File: src/core/ltig_regs.svh
// register offsets, fields, reset values and timing counts for the
// loop-test interrogation generator; assumes a plain strobe port
// Operation
// one of two modes at a time
// ten stored or switch-set interrogations
// compare expected type and data with returned block
// sample sum, difference or omni combiner output
// control word: uplink, sample, reply-mode fields
// 16-bit trigger time against range counter
// match issues uplink trigger
// arrival pulse clears range counter
// preamble table and message table
// select decoded by table into 8:1 muxes; the code decodes it into one of three table kinds instead
// trigger resets 9-bit address counter
// preamble first, message only for discrete-address
// gate keys carrier, enables phase modulation
// toggle flip-flop flips on each one bit
// full count stops counter until next trigger
// stored message bits sent unchanged
// range counter counts every cycle, wraps
`ifndef LTIG_REGS_SVH
`define LTIG_REGS_SVH
`define LTIG_ADDR_W 4
`define LTIG_OFS_CTRL 4'h0
`define LTIG_OFS_TRIG 4'h1
`define LTIG_OFS_STATUS 4'h2
`define LTIG_OFS_RANGE 4'h3
`define LTIG_OFS_EXP 4'h4
`define LTIG_OFS_RXBLK 4'h5
`define LTIG_OFS_SAMPLE 4'h6
`define LTIG_CTRL_MODE 0
`define LTIG_CTRL_SEL_LO 4
`define LTIG_CTRL_SEL_HI 7
`define LTIG_CTRL_SSEL_LO 8
`define LTIG_CTRL_SSEL_HI 9
`define LTIG_CTRL_RMODE 12
`define LTIG_CTRL_RST 16'h0000
`define LTIG_TRIG_RST 16'hFFFF
`define LTIG_SEL_PANEL 4'hA
`define LTIG_BIT_TIME_NS 1000
`define LTIG_CLK_NS 4
`define LTIG_BIT_CYC (`LTIG_BIT_TIME_NS / `LTIG_CLK_NS)
`endif

File: src/core/ltig_pkg.sv
// types for the loop-test interrogation generator
package ltig_pkg;
    typedef enum logic {ltig_mode_interrog, ltig_mode_sample} ltig_mode_e;
    typedef enum logic [1:0] {
        ltig_ssel_sum, ltig_ssel_diff, ltig_ssel_omni, ltig_ssel_none
    } ltig_ssel_e;
    typedef logic [8:0] ltig_addr_t;
    typedef struct packed {
        logic gate;
        logic data;
        logic is_da;
        logic last;
    } ltig_step_s;
endpackage

File: src/core/ltig_rom_if.sv
// carries table address and step word between sequencer and table store
`timescale 1ns/1ps
interface ltig_rom_if;
    import ltig_pkg::*;
    logic [3:0] sel;
    ltig_addr_t addr;
    ltig_step_s step;
    modport seq (output sel, output addr, input step);
    modport rom (input sel, input addr, output step);
endinterface

File: src/core/ltig_rom.sv
// stored interrogation tables: preamble gates and message bits
// registered read, one cycle after address; assumes one clock
`timescale 1ns/1ps
module ltig_rom (
    // clock and reset
    input wire logic i_clk,
    input wire logic i_arst_n,
    // table access
    ltig_rom_if.rom rom
);
    import ltig_pkg::*;
    logic [3:0] kind;
    logic da;
    logic pre_gate;
    logic [8:0] a;
    ltig_step_s step_r;
    ltig_step_s step_nxt;
    // decode table, stands in for per-source 8:1 selection
    always_comb begin
        unique case (rom.sel)
            4'h0, 4'h1: kind = 4'h0;
            4'h4, 4'h5, 4'h6: kind = 4'h1;
            default: kind = 4'h2;
        endcase
    end
    assign da = (kind == 4'h2);
    assign a = rom.addr;
    // preamble: two pulses at fixed positions, a third for kind 0  // see
    assign pre_gate = (a < 9'h002) || (a >= 9'h008 && a < 9'h00A) ||
        (kind == 4'h0 && a >= 9'h010 && a < 9'h012);
    always_comb begin
        step_nxt = '0;
        step_nxt.is_da = da;
        if (a < 9'h020) begin
            step_nxt.gate = pre_gate;
        end else if (da && a < 9'h020 + 9'h038) begin
            step_nxt.gate = 1'b1;
            // message bits stored already encoded  // see
            step_nxt.data = ^{a, rom.sel};
        end
        step_nxt.last = da ? (a == 9'h057) : (a == 9'h01F);
    end
    always_ff @(posedge i_clk or negedge i_arst_n) begin
        if (!i_arst_n) begin
            step_r <= '0;
        end else begin
            step_r <= step_nxt;
        end
    end
    assign rom.step = step_r;
endmodule

File: src/core/ltig_top.sv
// loop-test interrogation generator and reply sampler
// assumes register strobes on i_clk; arrival pulse and combiner
// samples come from outside and are synchronised here
`timescale 1ns/1ps
`include "ltig_regs.svh"
module ltig_top (
    // clock and reset
    input wire logic i_clk,
    input wire logic i_arst_n,
    // register port
    input wire logic [`LTIG_ADDR_W-1:0] i_addr,
    input wire logic [15:0] i_wdata,
    input wire logic i_wr,
    input wire logic i_rd,
    output logic [15:0] o_rdata,
    // receiver side
    input wire logic i_time_of_arrival_pulse,
    input wire logic i_rx_blk_valid,
    input wire logic [15:0] i_rx_blk,
    input wire logic [3:0] i_rx_type,
    input wire logic [15:0] i_panel_data,
    // combiner samples
    input wire logic i_sum,
    input wire logic i_diff,
    input wire logic i_omni,
    // rf section
    output logic o_carrier_gate,
    output logic o_phase_mod,
    output logic o_uplink_trigger,
    output ltig_pkg::ltig_mode_e o_mode
);
    import ltig_pkg::*;
    ltig_rom_if rif ();
    logic [15:0] ctrl_r;
    logic [15:0] trig_r;
    logic [15:0] range_r;
    logic [15:0] exp_r;
    logic [15:0] rxblk_r;
    logic [2:0] toa_s;
    logic [1:0] sum_s;
    logic [1:0] diff_s;
    logic [1:0] omni_s;
    logic toa_rise;
    logic trig_pulse;
    logic run_r;
    ltig_addr_t addr_r;
    logic pm_r;
    logic gate_r;
    logic bit_r;
    logic sample_r;
    logic [15:0] sample_cnt_r;
    logic type_ok_r;
    logic data_ok_r;
    logic cmp_done_r;
    logic [3:0] sel;
    logic rmode;
    ltig_mode_e mode;
    ltig_ssel_e ssel;
    logic [15:0] rdata_nxt;

    // control word fields  // see
    assign mode = ctrl_r[`LTIG_CTRL_MODE] ? ltig_mode_sample
                                          : ltig_mode_interrog;
    assign sel = ctrl_r[`LTIG_CTRL_SEL_HI:`LTIG_CTRL_SEL_LO];
    assign ssel = ltig_ssel_e'(ctrl_r[`LTIG_CTRL_SSEL_HI:
                                      `LTIG_CTRL_SSEL_LO]);
    assign rmode = ctrl_r[`LTIG_CTRL_RMODE];
    assign o_mode = mode;

    always_ff @(posedge i_clk or negedge i_arst_n) begin
        if (!i_arst_n) begin
            ctrl_r <= `LTIG_CTRL_RST;
            trig_r <= `LTIG_TRIG_RST;
            exp_r <= 16'h0000;
        end else if (i_wr) begin
            unique case (i_addr)
                `LTIG_OFS_CTRL: ctrl_r <= i_wdata;
                `LTIG_OFS_TRIG: trig_r <= i_wdata;
                `LTIG_OFS_EXP: exp_r <= i_wdata;
                default: ;
            endcase
        end
    end

    // pin synchronisers; first stage read only by second
    always_ff @(posedge i_clk or negedge i_arst_n) begin
        if (!i_arst_n) begin
            toa_s <= 3'h0;
            sum_s <= 2'h0;
            diff_s <= 2'h0;
            omni_s <= 2'h0;
        end else begin
            toa_s <= {toa_s[1:0], i_time_of_arrival_pulse};
            sum_s <= {sum_s[0], i_sum};
            diff_s <= {diff_s[0], i_diff};
            omni_s <= {omni_s[0], i_omni};
        end
    end
    assign toa_rise = toa_s[1] && !toa_s[2];

    // range counter; arrival wins over counting  // see
    always_ff @(posedge i_clk or negedge i_arst_n) begin
        if (!i_arst_n) begin
            range_r <= 16'h0000;
        end else if (toa_rise) begin
            range_r <= 16'h0000;
        end else begin
            range_r <= range_r + 16'h0001;
        end
    end

    // match fires only in interrogation mode  // see
    assign trig_pulse = (range_r == trig_r) &&
                        (mode == ltig_mode_interrog);
    assign o_uplink_trigger = trig_pulse;

    // sequencing address counter
    // trigger mid-interrogation restarts it; last one wins
    always_ff @(posedge i_clk or negedge i_arst_n) begin
        if (!i_arst_n) begin
            addr_r <= 9'h000;
            run_r <= 1'b0;
        end else if (trig_pulse) begin
            addr_r <= 9'h000;
            run_r <= 1'b1;
        end else if (run_r) begin
            if (addr_r == 9'h1FF || rif.step.last) begin
                run_r <= 1'b0;
            end else begin
                addr_r <= addr_r + 9'h001;
            end
        end
    end
    assign rif.addr = addr_r;
    // panel source replaces stored message  // see
    assign rif.sel = sel;

    ltig_rom u_rom (
        .i_clk(i_clk),
        .i_arst_n(i_arst_n),
        .rom(rif.rom)
    );

    // table word lags address one cycle; track run to match
    logic run_d;
    always_ff @(posedge i_clk or negedge i_arst_n) begin
        if (!i_arst_n) begin
            run_d <= 1'b0;
        end else begin
            run_d <= run_r && !trig_pulse;
        end
    end

    // carrier key and phase toggle
    always_ff @(posedge i_clk or negedge i_arst_n) begin
        if (!i_arst_n) begin
            gate_r <= 1'b0;
            bit_r <= 1'b0;
        end else begin
            gate_r <= run_d && rif.step.gate;
            if (sel == `LTIG_SEL_PANEL) begin
                bit_r <= i_panel_data[addr_r[3:0]];
            end else begin
                bit_r <= rif.step.data;
            end
        end
    end
    assign o_carrier_gate = gate_r;

    // one bit flips phase at bit start; zero holds
    // no clear on trigger: phase may only move while keyed
    always_ff @(posedge i_clk or negedge i_arst_n) begin
        if (!i_arst_n) begin
            pm_r <= 1'b0;
        end else if (run_d && rif.step.is_da && rif.step.gate &&
                     bit_r) begin
            pm_r <= ~pm_r;
        end
    end
    assign o_phase_mod = pm_r;

    // reply sampling of chosen combiner output  // see
    always_ff @(posedge i_clk or negedge i_arst_n) begin
        if (!i_arst_n) begin
            sample_r <= 1'b0;
            sample_cnt_r <= 16'h0000;
        end else if (mode == ltig_mode_sample) begin
            unique case (ssel)
                ltig_ssel_sum: sample_r <= sum_s[1];
                ltig_ssel_diff: sample_r <= diff_s[1];
                ltig_ssel_omni: sample_r <= omni_s[1];
                ltig_ssel_none: sample_r <= 1'b0;
            endcase
            if (toa_rise) begin
                sample_cnt_r <= 16'h0000;
            end else if (sample_r) begin
                sample_cnt_r <= sample_cnt_r + 16'h0001;
            end
        end
    end

    // returned block check; data compared only when the reply-mode bit is set
    always_ff @(posedge i_clk or negedge i_arst_n) begin
        if (!i_arst_n) begin
            type_ok_r <= 1'b0;
            data_ok_r <= 1'b0;
            cmp_done_r <= 1'b0;
            rxblk_r <= 16'h0000;
        end else if (trig_pulse) begin
            cmp_done_r <= 1'b0;
        end else if (i_rx_blk_valid) begin
            rxblk_r <= i_rx_blk;
            cmp_done_r <= 1'b1;
            type_ok_r <= (i_rx_type == sel);
            data_ok_r <= !rmode || (i_rx_blk == exp_r);
        end
    end

    // read mux; unmapped offsets read zero
    always_comb begin
        rdata_nxt = 16'h0000;
        unique case (i_addr)
            `LTIG_OFS_CTRL: rdata_nxt = ctrl_r;
            `LTIG_OFS_STATUS: rdata_nxt = {10'h000, sample_r, run_r,
                type_ok_r, data_ok_r, cmp_done_r, pm_r};
            `LTIG_OFS_RANGE: rdata_nxt = range_r;
            `LTIG_OFS_EXP: rdata_nxt = exp_r;
            `LTIG_OFS_RXBLK: rdata_nxt = rxblk_r;
            `LTIG_OFS_SAMPLE: rdata_nxt = sample_cnt_r;
            default: rdata_nxt = 16'h0000;
        endcase
    end
    always_ff @(posedge i_clk or negedge i_arst_n) begin
        if (!i_arst_n) begin
            o_rdata <= 16'h0000;
        end else if (i_rd) begin
            o_rdata <= rdata_nxt;
        end else begin
            o_rdata <= 16'h0000;
        end
    end
endmodule

File: config.mk
export PLATFORM = sky130hd
export DESIGN_NAME = ltig_top
export DESIGN_NICKNAME = d
export VERILOG_FILES = /design/src/core/ltig_pkg.sv /design/src/core/ltig_rom_if.sv /design/src/core/ltig_rom.sv /design/src/core/ltig_top.sv
export VERILOG_INCLUDE_DIRS = /design/src /design/src/core
export SDC_FILE = /design/constraint.sdc
export NUM_CORES = 1
export LEC_CHECK = 0
export BUFFER_PORTS_ARGS = -buffer_cell sky130_fd_sc_hd__buf_4
export CAP_MARGIN = 20
export CORE_ASPECT_RATIO = 1.1
export CORE_MARGIN = 2
export CORE_UTILIZATION = 30
export CTS_CLUSTER_SIZE = 20
export DETAILED_ROUTE_END_ITERATION = 7
export GPL_TIMING_DRIVEN = 0
export PLACE_DENSITY = 0.48
export SKIP_LAST_GASP = 1
export SLEW_MARGIN = 25
export SYNTH_ARGS = -nofsm -noshare
export SYNTH_HDL_FRONTEND = slang
export SYNTH_SLANG_ARGS = --single-unit
export TNS_END_PERCENT = 5
File: constraint.sdc
create_clock -name i_clk -period 5.1 [get_ports i_clk]
set_clock_uncertainty 0.1 [all_clocks]
set_input_delay 0.765 -clock i_clk [delete_from_list [all_inputs] [get_ports i_clk]]
set_output_delay 0.765 -clock i_clk [all_outputs]
set_load 0.03 [all_outputs]
# Word-level counts from Yosys, hierarchy flattened
# Cells that the tools add are included.
# classes
add_sub_neg	3
n_shift	0
eq_ne	22
mul	0
n_reduce_logical	34
bitwise	3
mux	23
n_div	0
magnitude_cmp	8
# op_table
cell	n
16-bit case mux with 6 select lines	1
16-bit two-way mux	4
16-bit by 1-bit adder with 16-bit output (second input constant)	2
16-bit == test	2
9-bit two-way mux	3
4-bit by 3-bit == test with 1-bit output (second input constant)	6
13-bit parity	1
4-bit zero test	3
2-bit AND reduction	6
1-bit logical AND	11
1-bit two-way mux	11
9-bit by 1-bit adder with 9-bit output (second input constant)	1
9-bit by 5-bit == test with 1-bit output (second input constant)	1
9-bit by 7-bit == test with 1-bit output (second input constant)	1
9-bit == test (second input constant)	1
9-bit by 4-bit >= comparator with 1-bit output (second input constant)	1
9-bit by 5-bit >= comparator with 1-bit output (second input constant)	1
9-bit by 2-bit less-than comparator with 1-bit output (second input constant)	1
9-bit by 4-bit less-than comparator with 1-bit output (second input constant)	1
9-bit by 5-bit less-than comparator with 1-bit output (second input constant)	1
9-bit by 6-bit less-than comparator with 1-bit output (second input constant)	1
9-bit by 7-bit less-than comparator with 1-bit output (second input constant)	1
4-bit by 1-bit == test with 1-bit output (second input constant)	2
4-bit by 2-bit == test with 1-bit output (second input constant)	2
other kinds (17)	28
# totals
output_inout_bits	20
rom_bits	0
memories	0
ramBits	0
latch_bits	0
register_bits	143
in_bits	65
word_cells	118

# Logic depth before layout (Yosys ltp)
# Gate-level depths: netlist of run 1.
# logic_depth
word_depth	8
depth_mapped	8
depth_no_buf	8

# By module
# Synthesis of run 1 repeated with hierarchy kept, for this count alone.
# unflattened
cells_unflattened	559
hier_area_um2	6850.3
# modules_own_cells
module	area_each_um2	instances	cells_per_inst	seq_area_each_um2
ltig_top	6459.9	1	518	3498.4
ltig_rom	390.4	1	41	100.1

# Least setup slack after synthesis of run 1
# Ideal clock, no wire load.
# synth_timing
kind	flip-flop to output port
startpoint	register trig_r[9]
endpoint	output o_uplink_trigger
path_stages_with_launch	6
t_required_ns	4.235
path_buffers	1
path_slack_ns	2.753
arrival_ns	1.482
path_cell_list	dfstp_2 > xor2_1 > nor4_1 > nand3_1 > nor2_1 > buf_2
# synth_via
elab_chain_len	2
# synth_rtl
element	line	text
from (decl)	ltig_top.sv:35	logic [15:0] trig_r;
from (signal assigned)	ltig_top.sv:73	trig_r <= `LTIG_TRIG_RST;
from (signal assigned)	ltig_top.sv:78	`LTIG_OFS_TRIG: trig_r <= i_wdata;
16-bit == test	ltig_top.sv:113	assign trig_pulse = (range_r == trig_r) &&
1-bit logical AND	ltig_top.sv:113	
to (decl)	ltig_top.sv:29	output logic o_uplink_trigger,
# No other way between the ends.

# Final worst setup path of run 1
# Same ends and word-level chain as after synthesis.

==> results of run 1 <==
[cell families after synthesis]
kind of cell | share of synthesized area
multiplexers | 0.1351
flip-flops | 0.5264
buffers and inverters | 0.02452
AND/OR/NAND/NOR | 0.1071
adder cells (fa/ha/maj) | 0.02928
XOR/XNOR | 0.09224
AO/OA/AOI/OAI | 0.08547
[report_power, final]
group          switching, mW  total (mW)  internal [mW]
registers              0.185        1.54           1.35
clock network          0.498        1.30          0.802
logic                  0.419       0.838          0.419
[registers in the layout, indices dropped and copies added (netlist names), 2 cells and up]
| signal | cells |
|---|---|
| sum_s | 2 |
| exp_r | 16 |
| trig_r | 16 |
| omni_s | 2 |
| rxblk_r | 16 |
| ctrl_r | 16 |
| o_rdata | 16 |
| u_rom.rom.step | 4 |
| addr_r | 9 |
| range_r | 16 |
| diff_s | 2 |
| toa_s | 3 |
| sample_cnt_r | 16 |
[per-stage QoR]
stage            util  cell area (µm²)  worst slack [ns]
2_1_floorplan       -             6837             2.753
3_5_place_dp   0.3531             7856             2.018
5_1_grt        0.3806             8468             1.477
3_3_place_gp   0.3515             7821             2.043
6_report       0.3806             8468             1.562
4_1_cts        0.3806             8468             1.549
[Yosys cell counts (6+ instances only)]
library cell	number
mux2_2	58
buf_2	8
xor2_1	46
dfstp_2	16
mux2_1	10
or3_1	6
nand4_1	9
a21oi_1	18
nand2_1	17
o21ai_0	11
a31oi_1	7
nor4_1	8
dfrtp_1	127
xnor2_1	26
a222oi_1	10
ha_1	16
nor3_1	11
clkbuf_1	13
nor2_1	45
nand3_1	19
a22oi_1	28
inv_1	14
[layout make-up]
cell class	instances	area, µm²
Multi-Input combinational cell	387	3070
Tap cell	295	369.1
Clock buffer	21	460.4
Inverter	14	52.55
Timing Repair Buffer	83	650.6
Clock inverter	11	151.4
Buffer	24	115.1
Sequential cell	143	3598
Fill cell	2206	13780
[worst paths after layout]
check | startpoint | end | slack, ns
max | trig_r[9] | o_uplink_trigger | 1.56
min | i_arst_n | toa_s[0] | 0.18
max reg2reg | trig_r[9] | rxblk_r[13] | 2.52
min reg2reg | omni_s[0] | omni_s[1] | 0.25
max in group asynchronous | i_arst_n | trig_r[3] | 3.91
min in group i_clk | omni_s[0] | omni_s[1] | 0.25
[layer usage]
| metal | vias to the layer above | part of all wire | track usage |
|---|---|---|---|
| li1 | 2272 | - | - |
| met1 | 2443 | 0.44 | 0.2139 |
| met2 | 133 | 0.49 | 0.2636 |
| met3 | 19 | 0.047 | 0.03596 |
| met4 | 0 | 0.019 | 0.05498 |
| met5 | - | 0 | 0 |
==> results.sh, run 1 <==
export IMPL_initial_core_util=0.3072
export IMPL_dieWidth_um=147.9
export IMPL_peakVddDrop_v=0.0002636
export IMPL_drc=0
export IMPL_first_pass_iters=5
export IMPL_ys_warn_count=0
export IMPL_synthFlopType="dfrtp_1"
export IMPL_yosysTopAreaCellShare=0.4649
export IMPL_final_hold_violation_count=0
export IMPL_drt_iter0_markers=395
export IMPL_antenna_found_initial=0
export IMPL_hpwl_um=14150
export IMPL_path_delay_family="simple AND/OR/NAND/NOR gates"
export IMPL_grt_max_degree=76
export IMPL_path_depth=6
export IMPL_port_buffer_count=82
export IMPL_period_needed_ns=3.538
export IMPL_placed_cells=946
export IMPL_pin_count=85
export IMPL_core_area_um2=22250
export IMPL_postRouteAntennaNets=0
export IMPL_yosys_top_cells_area="dfrtp_1 (46%), mux2_2 (9.6%), dfstp_2 (6.1%)"
export IMPL_post_cts_buffers=0
export IMPL_cp_arrival_ns=2.67
export IMPL_netlist_area_um2=6837
export IMPL_clk_latency_ns=0.43
export IMPL_leakagePower_nw=3.699
export IMPL_grt_pass1_vias=4900
export IMPL_crit_type="register to output port"
export IMPL_chipHeight_um=162.3
export IMPL_cp_start_kind="register"
export IMPL_synth_fp_nets=649
export IMPL_worst_pin_slew_ns=0.9946
export IMPL_r2r_cells=6
export IMPL_holdBufCountCts=0
export IMPL_root_buffer="clkbuf_16"
export IMPL_wl_um=18820
export IMPL_ys_ff_latch=143
export IMPL_clock_fmax_mhz=282.7
export IMPL_crit_buf_inv=2
export IMPL_rsz0062_at_grt="false"
export IMPL_slew_violations=0
export IMPL_synth_edf_count=0
export IMPL_cap_violations=0
export IMPL_grt_pass1_wl_um=28880
export IMPL_fin_setup_tns_ns=0
export IMPL_powerDensity_nw_per_um2=433.8
export IMPL_nets=751
export IMPL_place_congestion=0.8329
export IMPL_relSlewSlack=0.3314
export IMPL_diodes=0
export IMPL_crit_path_cell_trace="xor2_1 > nor4_1 > nand3_1 > nor2_1 > buf_2 > buf_4"
export IMPL_clock_sinks=143
export IMPL_cts_buffers=17
export IMPL_drive_gt1_frac=0.3016
export IMPL_avgRoutedWirePerCell_um=19.24
export IMPL_post_cts_resized=0
export IMPL_syn_inst=568
export IMPL_required_ns=4.24
export IMPL_fin_cells=978
export IMPL_cpPeakStageDelay_ns=0.55
export IMPL_area_delta_synth_final_pct=23.87
export IMPL_grt_total_usage=0.1618
export IMPL_cts_tree="yes"
export IMPL_min_path_type="input pin to asynchronous set/reset pin"
export IMPL_ctsHtreeMaxLevel=4
export IMPL_crit_slowest_cell="dfstp_2"
export IMPL_path_clk_slew_ns=0.06
export IMPL_clock_path_buffers=2
export IMPL_hold_ws_ns=0.1850
export IMPL_power_total_mw=3.673
export IMPL_period_share=0.6936
export IMPL_mostFrequentLayoutCell="dfrtp_1"
export IMPL_endpoint_kind="output port"
export IMPL_ys_seq_area_frac=0.5264
export IMPL_critPathMaxFanout=10
export IMPL_grt_overflow_total=0
export IMPL_die_area_um2=24010
export IMPL_routed_via_density=4.976
export IMPL_synthArstFlopShare=1.000
export IMPL_status="finished clean"
export IMPL_via_count=4867
export IMPL_synth_cell_types=48
export IMPL_mostFrequentLayoutCells="dfrtp_1 (127), buf_4 (81), mux2_2 (58)"
export IMPL_synth_top_cell_by_area="dfrtp_1"
export IMPL_syn_avg_cell_area_um2=12.04
export IMPL_setup_viol=0
export IMPL_rows=57
No activity file was read; power rests on OpenSTA's default activity.
==> inputs of run 2 (changes only) <==
==> constraint.sdc (replaced) <==
create_clock -name i_clk -period 3.4 [get_ports i_clk]
set_clock_uncertainty 0.1 [all_clocks]
set_input_delay 0.51 -clock i_clk [delete_from_list [all_inputs] [get_ports i_clk]]
set_output_delay 0.51 -clock i_clk [all_outputs]
set_load 0.03 [all_outputs]
==> run 2 against run 1 <==
Against the previous run: wire length increased by 0.24%; global-route usage barely moved; power is 50% higher; clock power grew 50%; largest power group unchanged; register-to-register slack got worse by 1.7 ns; sequential cell count unchanged.
==> results.sh, run 2 (synthesis results as in run 1) <==
export IMPL_initial_core_util=0.3072
export IMPL_antenna_found_initial=0
export IMPL_relSlewSlack=0.3647
export IMPL_powerDensity_nw_per_um2=650.6
export IMPL_wl_um=18870
export IMPL_grt_max_degree=76
export IMPL_cp_start_kind="register"
export IMPL_root_buffer="clkbuf_16"
export IMPL_die_area_um2=24010
export IMPL_required_ns=2.79
export IMPL_period_share=0.9649
export IMPL_drt_iter0_markers=373
export IMPL_rsz0062_at_grt="false"
export IMPL_rows=57
export IMPL_grt_overflow_total=0
export IMPL_postRouteAntennaNets=0
export IMPL_core_area_um2=22250
export IMPL_min_path_type="input pin to register"
export IMPL_grt_pass1_vias=4915
export IMPL_holdBufCountCts=1
export IMPL_leakagePower_nw=3.703
export IMPL_hpwl_um=14150
export IMPL_clock_path_buffers=2
export IMPL_netSwitchingPower_mw=1.658
export IMPL_swShare=0.3006
export IMPL_hold_ws_ns=0.08839
export IMPL_endpoint_kind="output port"
export IMPL_grt_total_usage=0.1619
export IMPL_clk_latency_ns=0.43
export IMPL_cts_tree="yes"
export IMPL_post_cts_buffers=0
export IMPL_nets=752
export IMPL_power_total_mw=5.516
export IMPL_drive_gt1_frac=0.3012
export IMPL_routed_via_density=4.977
export IMPL_avgRoutedWirePerCell_um=19.27
export IMPL_mostFrequentLayoutCells="dfrtp_1 (127), buf_4 (81), mux2_2 (58)"
export IMPL_clock_fmax_mhz=304.8
export IMPL_clkPwrFrac=0.354
export IMPL_fin_setup_tns_ns=0
export IMPL_critPathMaxFanout=10
export IMPL_chipHeight_um=162.3
export IMPL_ff_latch_area_um2=3598
export IMPL_area_delta_synth_final_pct=24.01
export IMPL_clock_sinks=143
export IMPL_cp_arrival_ns=2.67
export IMPL_via_count=4872
export IMPL_path_clk_slew_ns=0.06
export IMPL_diodes=0
export IMPL_period_needed_ns=3.281
export IMPL_peakVddDrop_v=0.0003972
export IMPL_post_cts_resized=0
export IMPL_crit_type="register to output port"
export IMPL_fill_cells=2205
export IMPL_port_buffer_count=82
export IMPL_place_congestion=0.8329
export IMPL_setup_viol=0
export IMPL_first_pass_iters=5
export IMPL_status="finished clean"
export IMPL_worst_pin_slew_ns=0.9451
export IMPL_mostFrequentLayoutCell="dfrtp_1"
export IMPL_final_util=0.3810
export IMPL_grt_pass1_wl_um=28910
export IMPL_dieWidth_um=147.9
export IMPL_ctsHtreeMaxLevel=4
export IMPL_pin_count=85
export IMPL_pwr_share_seq=0.418
export IMPL_internal_power_mw=3.858
export IMPL_slew_violations=0
export IMPL_drc=0
export IMPL_comb_power_share=0.228
export IMPL_cts_buffers=17
export IMPL_multi_input_area_um2=3070
export IMPL_final_hold_violation_count=0
export IMPL_cap_violations=0
[run 2: cell count changes in the layout (fill, tap and decap cells not counted)]
cell / before / now
dlygate4sd3_1: 0 / 1
[run 2: worst max-delay path: stages, from the launching register on]
cell     delay, ns
dfstp_2       0.55
xor2_1        0.08
nor4_1        0.44
nand3_1       0.26
nor2_1        0.39
buf_2         0.32
buf_4         0.20
[run 2: power groups by stage]
stage               clock network [mW]  registers, mW  logic (mW)
floorplan                            0           2.27       0.886
global placement                     0           2.32        1.25
detailed placement                   0           2.33        1.27
CTS                               1.99           2.31        1.28
global route                      2.07           2.34        1.38
finish                            1.95           2.30        1.26
[run 2: layer usage]
| layer | vias up | GRT usage | share of wire |
|---|---|---|---|
| met3 | 17 | 0.03596 | 0.052 |
| met5 | - | 0 | 0 |
| met4 | 0 | 0.05498 | 0.017 |
| met2 | 133 | 0.2643 | 0.49 |
| met1 | 2448 | 0.2137 | 0.44 |
| li1 | 2274 | - | - |
[run 2: final timing paths]
check | cells after the start | slack (ns) | to | start
setup / recovery | 6 | 0.12 | o_uplink_trigger | trig_r[9]
hold / removal | 1 | 0.09 | sum_s[0] | i_sum
setup reg to reg | 6 | 0.82 | rxblk_r[13] | trig_r[9]
hold reg to reg | 0 | 0.25 | omni_s[1] | omni_s[0]
max in group asynchronous | 3 | 1.86 | trig_r[3] | i_arst_n
min in group asynchronous | 2 | 0.53 | toa_s[0] | i_arst_n
[run 2: stage by stage]
step / instance area [µm²] / instances / setup WS (ns)
final: 8478 / 979 / 0.1192
after global placement: 7821 / 945 / 0.5984
after CTS: 8478 / 979 / 0.1045
after detailed placement: 7856 / 946 / 0.5727
after floorplan: 6837 / 568 / 1.181
after global routing: 8478 / 979 / 0.03233
[run 2: layout make-up]
class	instances	area share
plain buffers	24	0.01358
multi-input cells	387	0.3622
repair buffers	84	0.07792
flip-flops and latches	143	0.4244
well taps	295	0.04354
inverters	14	0.006198
clock buffers	21	0.05431
clock inverters	11	0.01786
